[src/pkg/acsp_pkg.sv]
// Constants, types and carriers shared by the converter control and port.
// Assumes one 40 MHz system clock; all pins are asynchronous to it.
//
// Overview of operation
// - Start fall holds, starts conversion, raises busy; 9 us or 27 us.
// - Channel code zero is the temperature sensor and the reset default.
// - Start already high when busy falls: stay powered (mode 1).
// - Start still low when busy falls: power down automatically (mode 2).
// - After automatic power-down, power up on the next start rising edge.
// - Slave port on serial clock only; select low writes, high reads.
// - Five-wire: select rising edge puts result msb on the data output.
// - Later result bits shift out on falling serial clock edges.
// - A read gives ten bits msb first; host may stop after eight.
// - Five-wire: output floats on chip select rising or select falling.
// - A write captures bits on the first eight rising clocks only.
// - Three-wire: select high drives msb at once; shifts from second fall.
// - Three-wire: shared pin returns to input on select falling edge.
package acsp_pkg;

    // Clock and conversion timing
    localparam int CLK_PERIOD_NS = 25;
    localparam int CONV_ANALOG_NS = 9000;
    localparam int CONV_TEMP_NS = 27000;
    localparam int CONV_ANALOG_CYC =
        (CONV_ANALOG_NS + CLK_PERIOD_NS - 1) / CLK_PERIOD_NS;
    localparam int CONV_TEMP_CYC =
        (CONV_TEMP_NS + CLK_PERIOD_NS - 1) / CLK_PERIOD_NS;
    localparam int CNT_W = 11;
    localparam logic [CNT_W-1:0] CNT_ZERO = 11'h000;
    localparam logic [CNT_W-1:0] CNT_ONE = 11'h001;

    // Data widths and field layout
    localparam int RES_W = 10;
    localparam int CTRL_W = 8;
    localparam int CHAN_W = 3;
    localparam int CHAN_LSB = 5;
    localparam logic [CHAN_W-1:0] CHAN_TEMP = 3'h0;
    localparam logic [CTRL_W-1:0] CTRL_RESET = 8'h00;
    localparam logic [RES_W-1:0] RESULT_RESET = 10'h000;
    localparam logic [3:0] WR_BITS = 4'h8;
    localparam logic [3:0] WR_LAST = 4'h7;

    // Conversion control states
    typedef enum logic [2:0] {
        ST_IDLE  = 3'b001,
        ST_CONV  = 3'b010,
        ST_PDOWN = 3'b100
    } acsp_state_e;

    // Host pins as one carrier
    typedef struct packed {
        logic conv_n;
        logic sclk;
        logic rd_wr;
        logic cs_n;
        logic din;
    } acsp_pins_s;

    localparam acsp_pins_s PINS_IDLE = 5'h12;

    // Last count of a conversion on the given channel
    function automatic logic [CNT_W-1:0] conv_last(
        input logic [CHAN_W-1:0] chan
    );
        conv_last = (chan == CHAN_TEMP) ? CNT_W'(CONV_TEMP_CYC - 1)
                                        : CNT_W'(CONV_ANALOG_CYC - 1);
    endfunction

endpackage

[src/acsp_sync.sv]
// Two-stage synchroniser and edge finder for the host pins.
// Assumes every pin is asynchronous to sys_clk; edges lag pins by 2-3 clocks.
module acsp_sync
    import acsp_pkg::*;
(
    // Clock and reset
    input wire logic sys_clk,
    input wire logic rst,
    // Raw pins
    input wire acsp_pins_s pins_in,
    // Synchronised levels and edge pulses
    output acsp_pins_s lvl,
    output acsp_pins_s rise,
    output acsp_pins_s fall
);
    acsp_pins_s meta_r;
    acsp_pins_s sync_r;
    acsp_pins_s prev_r;

    // Metastability chain and history stage
    always_ff @(posedge sys_clk) begin
        if (rst) begin
            meta_r <= PINS_IDLE;
            sync_r <= PINS_IDLE;
            prev_r <= PINS_IDLE;
        end else begin
            meta_r <= pins_in;
            sync_r <= meta_r;
            prev_r <= sync_r;
        end
    end

    // Edges from the second and third stages only
    assign lvl = sync_r;
    assign rise = acsp_pins_s'(sync_r & ~prev_r);
    assign fall = acsp_pins_s'(~sync_r & prev_r);
endmodule

[src/acsp_top.sv]
// Conversion control, result register and serial host port.
// Assumes the converter core presents conv_code on sys_clk while busy.
module acsp_top
    import acsp_pkg::*;
(
    // Clock and reset
    input wire logic sys_clk,
    input wire logic rst,
    // Host pins
    input wire logic conversion_start_n,
    input wire logic sclk,
    input wire logic rd_wr,
    input wire logic cs_n,
    input wire logic din,
    // Variant strap: high selects the three-wire port
    input wire logic three_wire,
    // Converter core
    input wire logic [RES_W-1:0] conv_code,
    // Status and control towards host and core
    output logic busy,
    output logic hold,
    output logic powered_down,
    output logic [CHAN_W-1:0] channel,
    output logic [CTRL_W-1:0] control_byte,
    // Serial data out with enable
    output logic dout,
    output logic dout_oe
);
    acsp_pins_s pins;
    acsp_pins_s lvl;
    acsp_pins_s rise;
    acsp_pins_s fall;
    acsp_state_e state_r;
    acsp_state_e state_nxt;
    logic [CNT_W-1:0] cnt_r;
    logic [CNT_W-1:0] last_r;
    logic [RES_W-1:0] result_r;
    logic [RES_W-1:0] rd_sh_r;
    logic rd_skip_r;
    logic oe_r;
    logic [CTRL_W-1:0] wr_sh_r;
    logic [3:0] wr_cnt_r;
    logic [CTRL_W-1:0] ctrl_r;
    logic tw_r;
    logic tw_meta_r;

    // Pin synchronisers
    assign pins = '{conv_n: conversion_start_n, sclk: sclk, rd_wr: rd_wr,
                    cs_n: cs_n, din: din};

    acsp_sync u_sync (
        .sys_clk(sys_clk),
        .rst(rst),
        .pins_in(pins),
        .lvl(lvl),
        .rise(rise),
        .fall(fall)
    );

    // Variant strap pin passes two flops before any logic reads it
    always_ff @(posedge sys_clk) begin
        tw_meta_r <= three_wire;
        tw_r <= tw_meta_r;
    end

    // Conversion decode
    wire conv_done = (state_r == ST_CONV) && (cnt_r == last_r);
    wire conv_go = (state_r == ST_IDLE) && fall.conv_n;

    // Next state of conversion control
    always_comb begin
        state_nxt = state_r;
        unique case (state_r)
            ST_IDLE: begin
                if (conv_go) begin
                    state_nxt = ST_CONV;
                end
            end
            ST_CONV: begin
                if (conv_done) begin
                    // Start level at busy fall picks the mode
                    state_nxt = lvl.conv_n ? ST_IDLE : ST_PDOWN;
                end
            end
            ST_PDOWN: begin
                if (rise.conv_n) begin
                    state_nxt = ST_IDLE;
                end
            end
            default: state_nxt = ST_IDLE;
        endcase
    end

    // State, conversion timer and result register
    always_ff @(posedge sys_clk) begin
        if (rst) begin
            state_r <= ST_IDLE;
            cnt_r <= CNT_ZERO;
            last_r <= CNT_ZERO;
            result_r <= RESULT_RESET;
        end else begin
            state_r <= state_nxt;
            if (conv_go) begin
                cnt_r <= CNT_ZERO;
                last_r <= conv_last(channel);
            end else if (state_r == ST_CONV) begin
                cnt_r <= cnt_r + CNT_ONE;
            end
            if (conv_done) begin
                result_r <= conv_code;
            end
        end
    end

    assign busy = (state_r == ST_CONV);
    assign hold = (state_r == ST_CONV);
    assign powered_down = (state_r == ST_PDOWN);

    // Port selection and read framing
    wire port_en = tw_r || !lvl.cs_n;
    wire rd_start = rise.rd_wr && port_en;
    wire rd_stop = fall.rd_wr || (!tw_r && rise.cs_n);
    wire rd_shift = oe_r && fall.sclk;

    // Read shifter: msb on select rise, then one bit per falling clock; three-wire skips the first
    always_ff @(posedge sys_clk) begin
        if (rst) begin
            rd_sh_r <= RESULT_RESET;
            rd_skip_r <= 1'b0;
            oe_r <= 1'b0;
        end else if (rd_start) begin
            rd_sh_r <= result_r;
            rd_skip_r <= tw_r;
            oe_r <= 1'b1;
        end else if (rd_stop) begin
            oe_r <= 1'b0;
        end else if (rd_shift) begin
            rd_skip_r <= 1'b0;
            if (!rd_skip_r) begin
                rd_sh_r <= {rd_sh_r[RES_W-2:0], 1'b0};
            end
        end
    end

    assign dout = rd_sh_r[RES_W-1];
    assign dout_oe = oe_r;

    // Write capture decode
    wire wr_take = !lvl.rd_wr && port_en && rise.sclk && (wr_cnt_r < WR_BITS);
    wire [CTRL_W-1:0] wr_word = {wr_sh_r[CTRL_W-2:0], lvl.din};

    // Write shifter: eight rising clocks, rearmed while select is high
    always_ff @(posedge sys_clk) begin
        if (rst) begin
            wr_sh_r <= CTRL_RESET;
            wr_cnt_r <= 4'h0;
            ctrl_r <= CTRL_RESET;
        end else if (lvl.rd_wr) begin
            wr_cnt_r <= 4'h0;
        end else if (wr_take) begin
            wr_sh_r <= wr_word;
            wr_cnt_r <= wr_cnt_r + 4'h1;
            if (wr_cnt_r == WR_LAST) begin
                ctrl_r <= wr_word;
            end
        end
    end

    assign control_byte = ctrl_r;
    assign channel = ctrl_r[CHAN_LSB +: CHAN_W];

    logic [CNT_W-1:0] busy_len_r;
    always_ff @(posedge sys_clk) begin
        if (rst || !busy) begin
            busy_len_r <= CNT_ZERO;
        end else begin
            busy_len_r <= busy_len_r + CNT_ONE;
        end
    end
endmodule
[config.mk]
export PLATFORM = sky130hd
export DESIGN_NAME = acsp_top
export DESIGN_NICKNAME = d
export VERILOG_FILES = /design/src/pkg/acsp_pkg.sv /design/src/acsp_sync.sv /design/src/acsp_top.sv
export SDC_FILE = /design/constraint.sdc
export NUM_CORES = 1
export LEC_CHECK = 0
export BUFFER_PORTS_ARGS = -buffer_cell sky130_fd_sc_hd__buf_4
export CORE_MARGIN = 1.5
export CORE_UTILIZATION = 62
export DETAILED_ROUTE_END_ITERATION = 6
export PLACE_DENSITY = 0.93
export SYNTH_ARGS = -nofsm -noshare
export SYNTH_HDL_FRONTEND = slang
export SYNTH_SLANG_ARGS = --single-unit
[constraint.sdc]
create_clock -name sys_clk -period 3.77 [get_ports sys_clk]
set_input_delay 0.5655 -clock sys_clk [delete_from_list [all_inputs] [get_ports sys_clk]]
set_output_delay 0.5655 -clock sys_clk [all_outputs]
set_load 0.05 [all_outputs]
Word level (Yosys, flattened, before mapping)
Index checks and enable logic that the tools add are counted.

storage, ports and cells
  register bits after elaboration = 83

operators by class
  add/subtract/negate cells = 2
  order comparisons = 1
  equality and inequality tests = 10
  muxes and demuxes = 15
  bitwise operators = 5
  reduce and logical (&&, ||, !) cells = 23

operators with widths
  operator                 count
  $mux W10                 4
  $mux W3                  4
  $add A11 B1 Y11 const B  1
  $eq A11 B11 Y1           1
  $mux W11                 1
  $and A5 B5 Y5            2
  $not A5 Y5               2
  $pmux W3 S3              1
  $reduce_and A3 Y1        3
  $logic_and A1 B1 Y1      8
  $ne A2 B1 Y1 const B     3
  $mux W1                  5
  $add A4 B1 Y4 const B    1
  $eq A4 B3 Y1 const B     1
  $lt A4 B4 Y1 const B     1
  $ne A2 B2 Y1 const B     2
  $reduce_and A2 Y1        2
  $reduce_bool A2 Y1       2
  $reduce_or A2 Y1         2
  $eq A3 B1 Y1 const B     1
  $eq A3 B2 Y1 const B     1
  $eq A3 B3 Y1 const B     1
  $logic_not A1 Y1         3
  $logic_not A3 Y1         1
  other kinds (2)          3

Depth between registers and ports, before layout
  word-level depth = 6
  mapped depth = 7
  mapped depth without buffers = 5

By module
A second synthesis with hierarchy kept.

second synthesis, totals
  cell total of the unflattened synthesis = 343
  area, all modules = 3,125.5 um^2

modules (own cells, without submodules)
  module     times used  cells an instance  area an instance (um^2)
  acsp_top   1           302                2,651.3
  acsp_sync  1           41                 474.2

Worst setup path after synthesis
No wires, ideal clock.

  path kind = register to output
  from = register state_r[1]
  to = output port powered_down
  arrival = 1,595 ps
  data required time = 3,204 ps
  path slack = 1,609 ps
  stages on the path, launching flop included = 3
  path buffers = 1
  path through = dfxtp_1 -> buf_4 -> nor3b_1

on the way
  cells in the longest elaborated chain, start to end = 1

ends and longest elaborated chain
  item                    line             text
  from (decl)             acsp_top.sv:33   acsp_state_e state_r;
  from (signal assigned)  acsp_top.sv:102  state_r <= state_nxt;
  $eq A3 B3 Y1            acsp_top.sv:117  assign powered_down = (state_r == ST_PDOWN);
  to (decl)               acsp_top.sv:22   output logic powered_down,

No other way between the ends.

Final worst setup path
  from = register state_r[1]
  to = output port hold

on the way
  cells in the longest elaborated chain, start to end = 1

ends and longest elaborated chain
  item          line             text
  $eq A3 B2 Y1  acsp_top.sv:116  assign hold = (state_r == ST_CONV);
  to (decl)     acsp_top.sv:21   output logic hold,

No other way between the ends.

==> metrics.md <==
| Metric | Value |
|---|---|
| Clk pin slew, worst setup/hold paths | roughly 0.08 ns |
| Syn Area/Cell | 9.77 sq um |
| Final period util | 55.7% |
| PwrDens | about 430 nW/um^2 |
| CP Class | reg -> out |
| Commonest non-fill, non-tap cell in the layout | dfxtp_1 |
| Hold buffers post-CTS | 0 |
| Clock buffer depth | 2 |
| Antenna cells | 0 |
| Post-synth EDFFs | 0 |
| First-pass GRT wire length | 9.53 mm |
| Final Total Pwr | 1.50 mW |
| Post-DRT Antenna Nets | 0 |
| Slew @ Worst Pin | 0.747 ns |
| CTS Root Cell | clkbuf_8 |
| Syn nets | approximately 340 |
| Post-route cell area | 3540 sq um |
| DR pass1 iterations | 4 |
| Vias in the first global route | 2,199 |
| Vias per inst | between 5 and 6 |
| Register area share after synthesis | 46.9% |
| Synth top area share | 46.9% |
| Cell variety after synth | 57 |
| Rel. slew slack | around half |
| Htree depth | 3 |
| Remaining DRCs | 0 |
| TNS Setup | 0 ns |
| Die X | 74.4 microns |
| Most frequent cells in the layout | dfxtp_1 (74), nand2_1 (42), buf_4 (34), mux2i_1 (23), nor2_1 (22) |
| Primary FF master, synth | dfxtp_1 |
| Largest area contributor in the netlist | dfxtp_1 |
| Mapped Cells | 323 |
| Die Ht | 74.4 microns |
| Setup WS post-layout | about 1.7 ns |
| LEAKAGE | between 1 and 1.5 nW |
| Tmin final | roughly 2.1 ns |
| Final hold violation count | 0 |
| Clock latency on the worst-skew pair | 0.35 ns |
| Syn Std Cell Area | 3160 sq um |
| Io pins | 34 |
| Worst hold path type | in -> reg |
| Initial antenna violation count | 0 |
| Pins Over Slew Limit | 0 |
| Setup Fix Bufs, Post-CTS | 0 |
| WHS | 0.318 ns |
| DP Worst Slack | 1.35 ns |
| PostCTS Resize Cnt | 0 |
| Ys Warns | 0 |
| Initial Utilization | 65.5% |
| Layout Skew | 0.00991 ns |
| CTS tree | built |
| Core box area | 4820 sq um |
| FF+latch count, synth | 74 |
| Iter 0 DRT Violations | 133 |
| Final Net Count | roughly 370 |
| Worst path required time | 3.20 ns |
| Detailed Place HPWL | 3.84 mm |
| Routed len/inst | 13.5 microns |
| CP max FO | 10 |
| Fraction of layout cells with a size suffix above 1 | 18.3% |
| Post-synth ARST share | 0% |
| Peak VDD IR | ~0.00025 V |
| Final setup fails | 0 |
| CP Data Arrival Time | between 1.5 and 2 ns |
| Total grt overflow | 0 |
| Port Buf Inserts | 33 |
| Max-Cap Viols | 0 |
| Total Routing Usage GR | 22.9% |
| Unrepaired setup endpoints after global routing | false |
| Routed WL | around 5.7 mm |
| Cell Rows | 25 |
| DIE AREA | 5530 sq um |
| Area contributors post-synth | dfxtp_1 (47%), mux2i_1 (7.3%), nand2_1 (5.0%) |
| Dpl cell area | ~3300 sq um |
| CTS sink count | between 70 and 80 |
| CP endpoint kind | output pin |
| Area added between synthesis and finish | 12.0% |
| Vias post-DR | between 2,000 and 2,500 |
| GPL Wtd Cong | 0.820 |
| Critical Path Source Type | flop |
| Num CTS Buffers | 9 |
| Pin count of the biggest net entering global routing | 42 |
| Fmax achieved | 476 MHz |
| Result of the run | complete, no violations |
## worst paths after layout
path	end	startpoint	depth (start not counted)	slack, ns
min reg2reg	tw_r	tw_meta_r	0	0.33
max	hold	state_r[1]	2	1.67
max reg2reg	rd_sh_r[4]	tw_r	4	1.94
min	tw_meta_r	three_wire	1	0.32
## registers in the layout, summed over array words and instances (netlist names)
| name | flops |
|---|---|
| cnt_r | 11 |
| control_byte | 8 |
| dout_oe | 1 |
| last_r | 3 |
| rd_sh_r | 10 |
| rd_skip_r | 1 |
| result_r | 10 |
| state_r | 3 |
| tw_meta_r | 1 |
| tw_r | 1 |
| u_sync.lvl | 5 |
| u_sync.meta_r | 5 |
| u_sync.prev_r | 4 |
| wr_cnt_r | 4 |
| wr_sh_r | 7 |
## layout make-up
type | count | area [sq um]
Tap cell | 67 | 83.8
Multi-Input combinational cell | 217 | 1500
Sequential cell | 74 | 1480
Clock buffer | 10 | 138
Clock inverter | 6 | 50.0
Fill cell | 364 | 1280
Timing Repair Buffer | 34 | 255
Inverter | 9 | 33.8
## per-stage QoR
stage,std cells,utilization (%)
4_1_cts,417,73.4
2_1_floorplan,323,-
3_3_place_gp,401,69.5
5_1_grt,417,73.4
6_report,417,73.4
3_5_place_dp,401,69.5
## critical path, stage by stage, from the launching register on
cell and delay, ns:
dfxtp_1 0.51, nor3b_4 0.41, buf_4 0.27
## power breakdown
part	switching (mW)	internal, mW	total [mW]
clock	0.304	0.263	0.567
combinational	0.0610	0.0522	0.113
sequential	0.0225	0.801	0.824
## cells in the mapped netlist (2+ instances only)
| library cell | instances |
|---|---|
| nand3_2 | 2 |
| nand2_1 | 42 |
| xor2_1 | 7 |
| o21ai_1 | 3 |
| nand2b_1 | 4 |
| nand3_1 | 4 |
| clkbuf_1 | 9 |
| xnor2_1 | 3 |
| buf_6 | 4 |
| o211ai_1 | 9 |
| inv_1 | 8 |
| buf_2 | 3 |
| ha_1 | 2 |
| nor2_1 | 22 |
| a21oi_1 | 14 |
| o2111ai_1 | 2 |
| nor2b_1 | 12 |
| and2_1 | 2 |
| nor3_1 | 8 |
| mux2_1 | 6 |
| or2_1 | 6 |
| buf_4 | 7 |
| or4_1 | 2 |
| o31ai_2 | 2 |
| dfxtp_1 | 74 |
| and3_1 | 4 |
| o211a_1 | 7 |
| mux2i_1 | 23 |
| nand4_1 | 2 |
| or3_1 | 2 |
| o21a_1 | 2 |
## routing by layer
| layer | routed length [microns] | global-route usage, % | vias to the layer above |
|---|---|---|---|
| met1 | 2520 | 25.6 | 1094 |
| li1 | - | - | 1163 |
| met2 | 2780 | 39.1 | 59 |
| met4 | 66 | 8.69 | 0 |
| met3 | 284 | 9.49 | 9 |
| met5 | 0 | 0 | - |
## logic make-up after synthesis
logic type      share of synthesized area [%]
simple gates                             21.7
flops                                    46.9
compound gates                           12.7
buf+inv                                  5.71
mux                                      9.43
xor+xnor                                 2.77
fa+ha+maj                               0.793
Note: power is estimated with default switching activity, not from simulation.
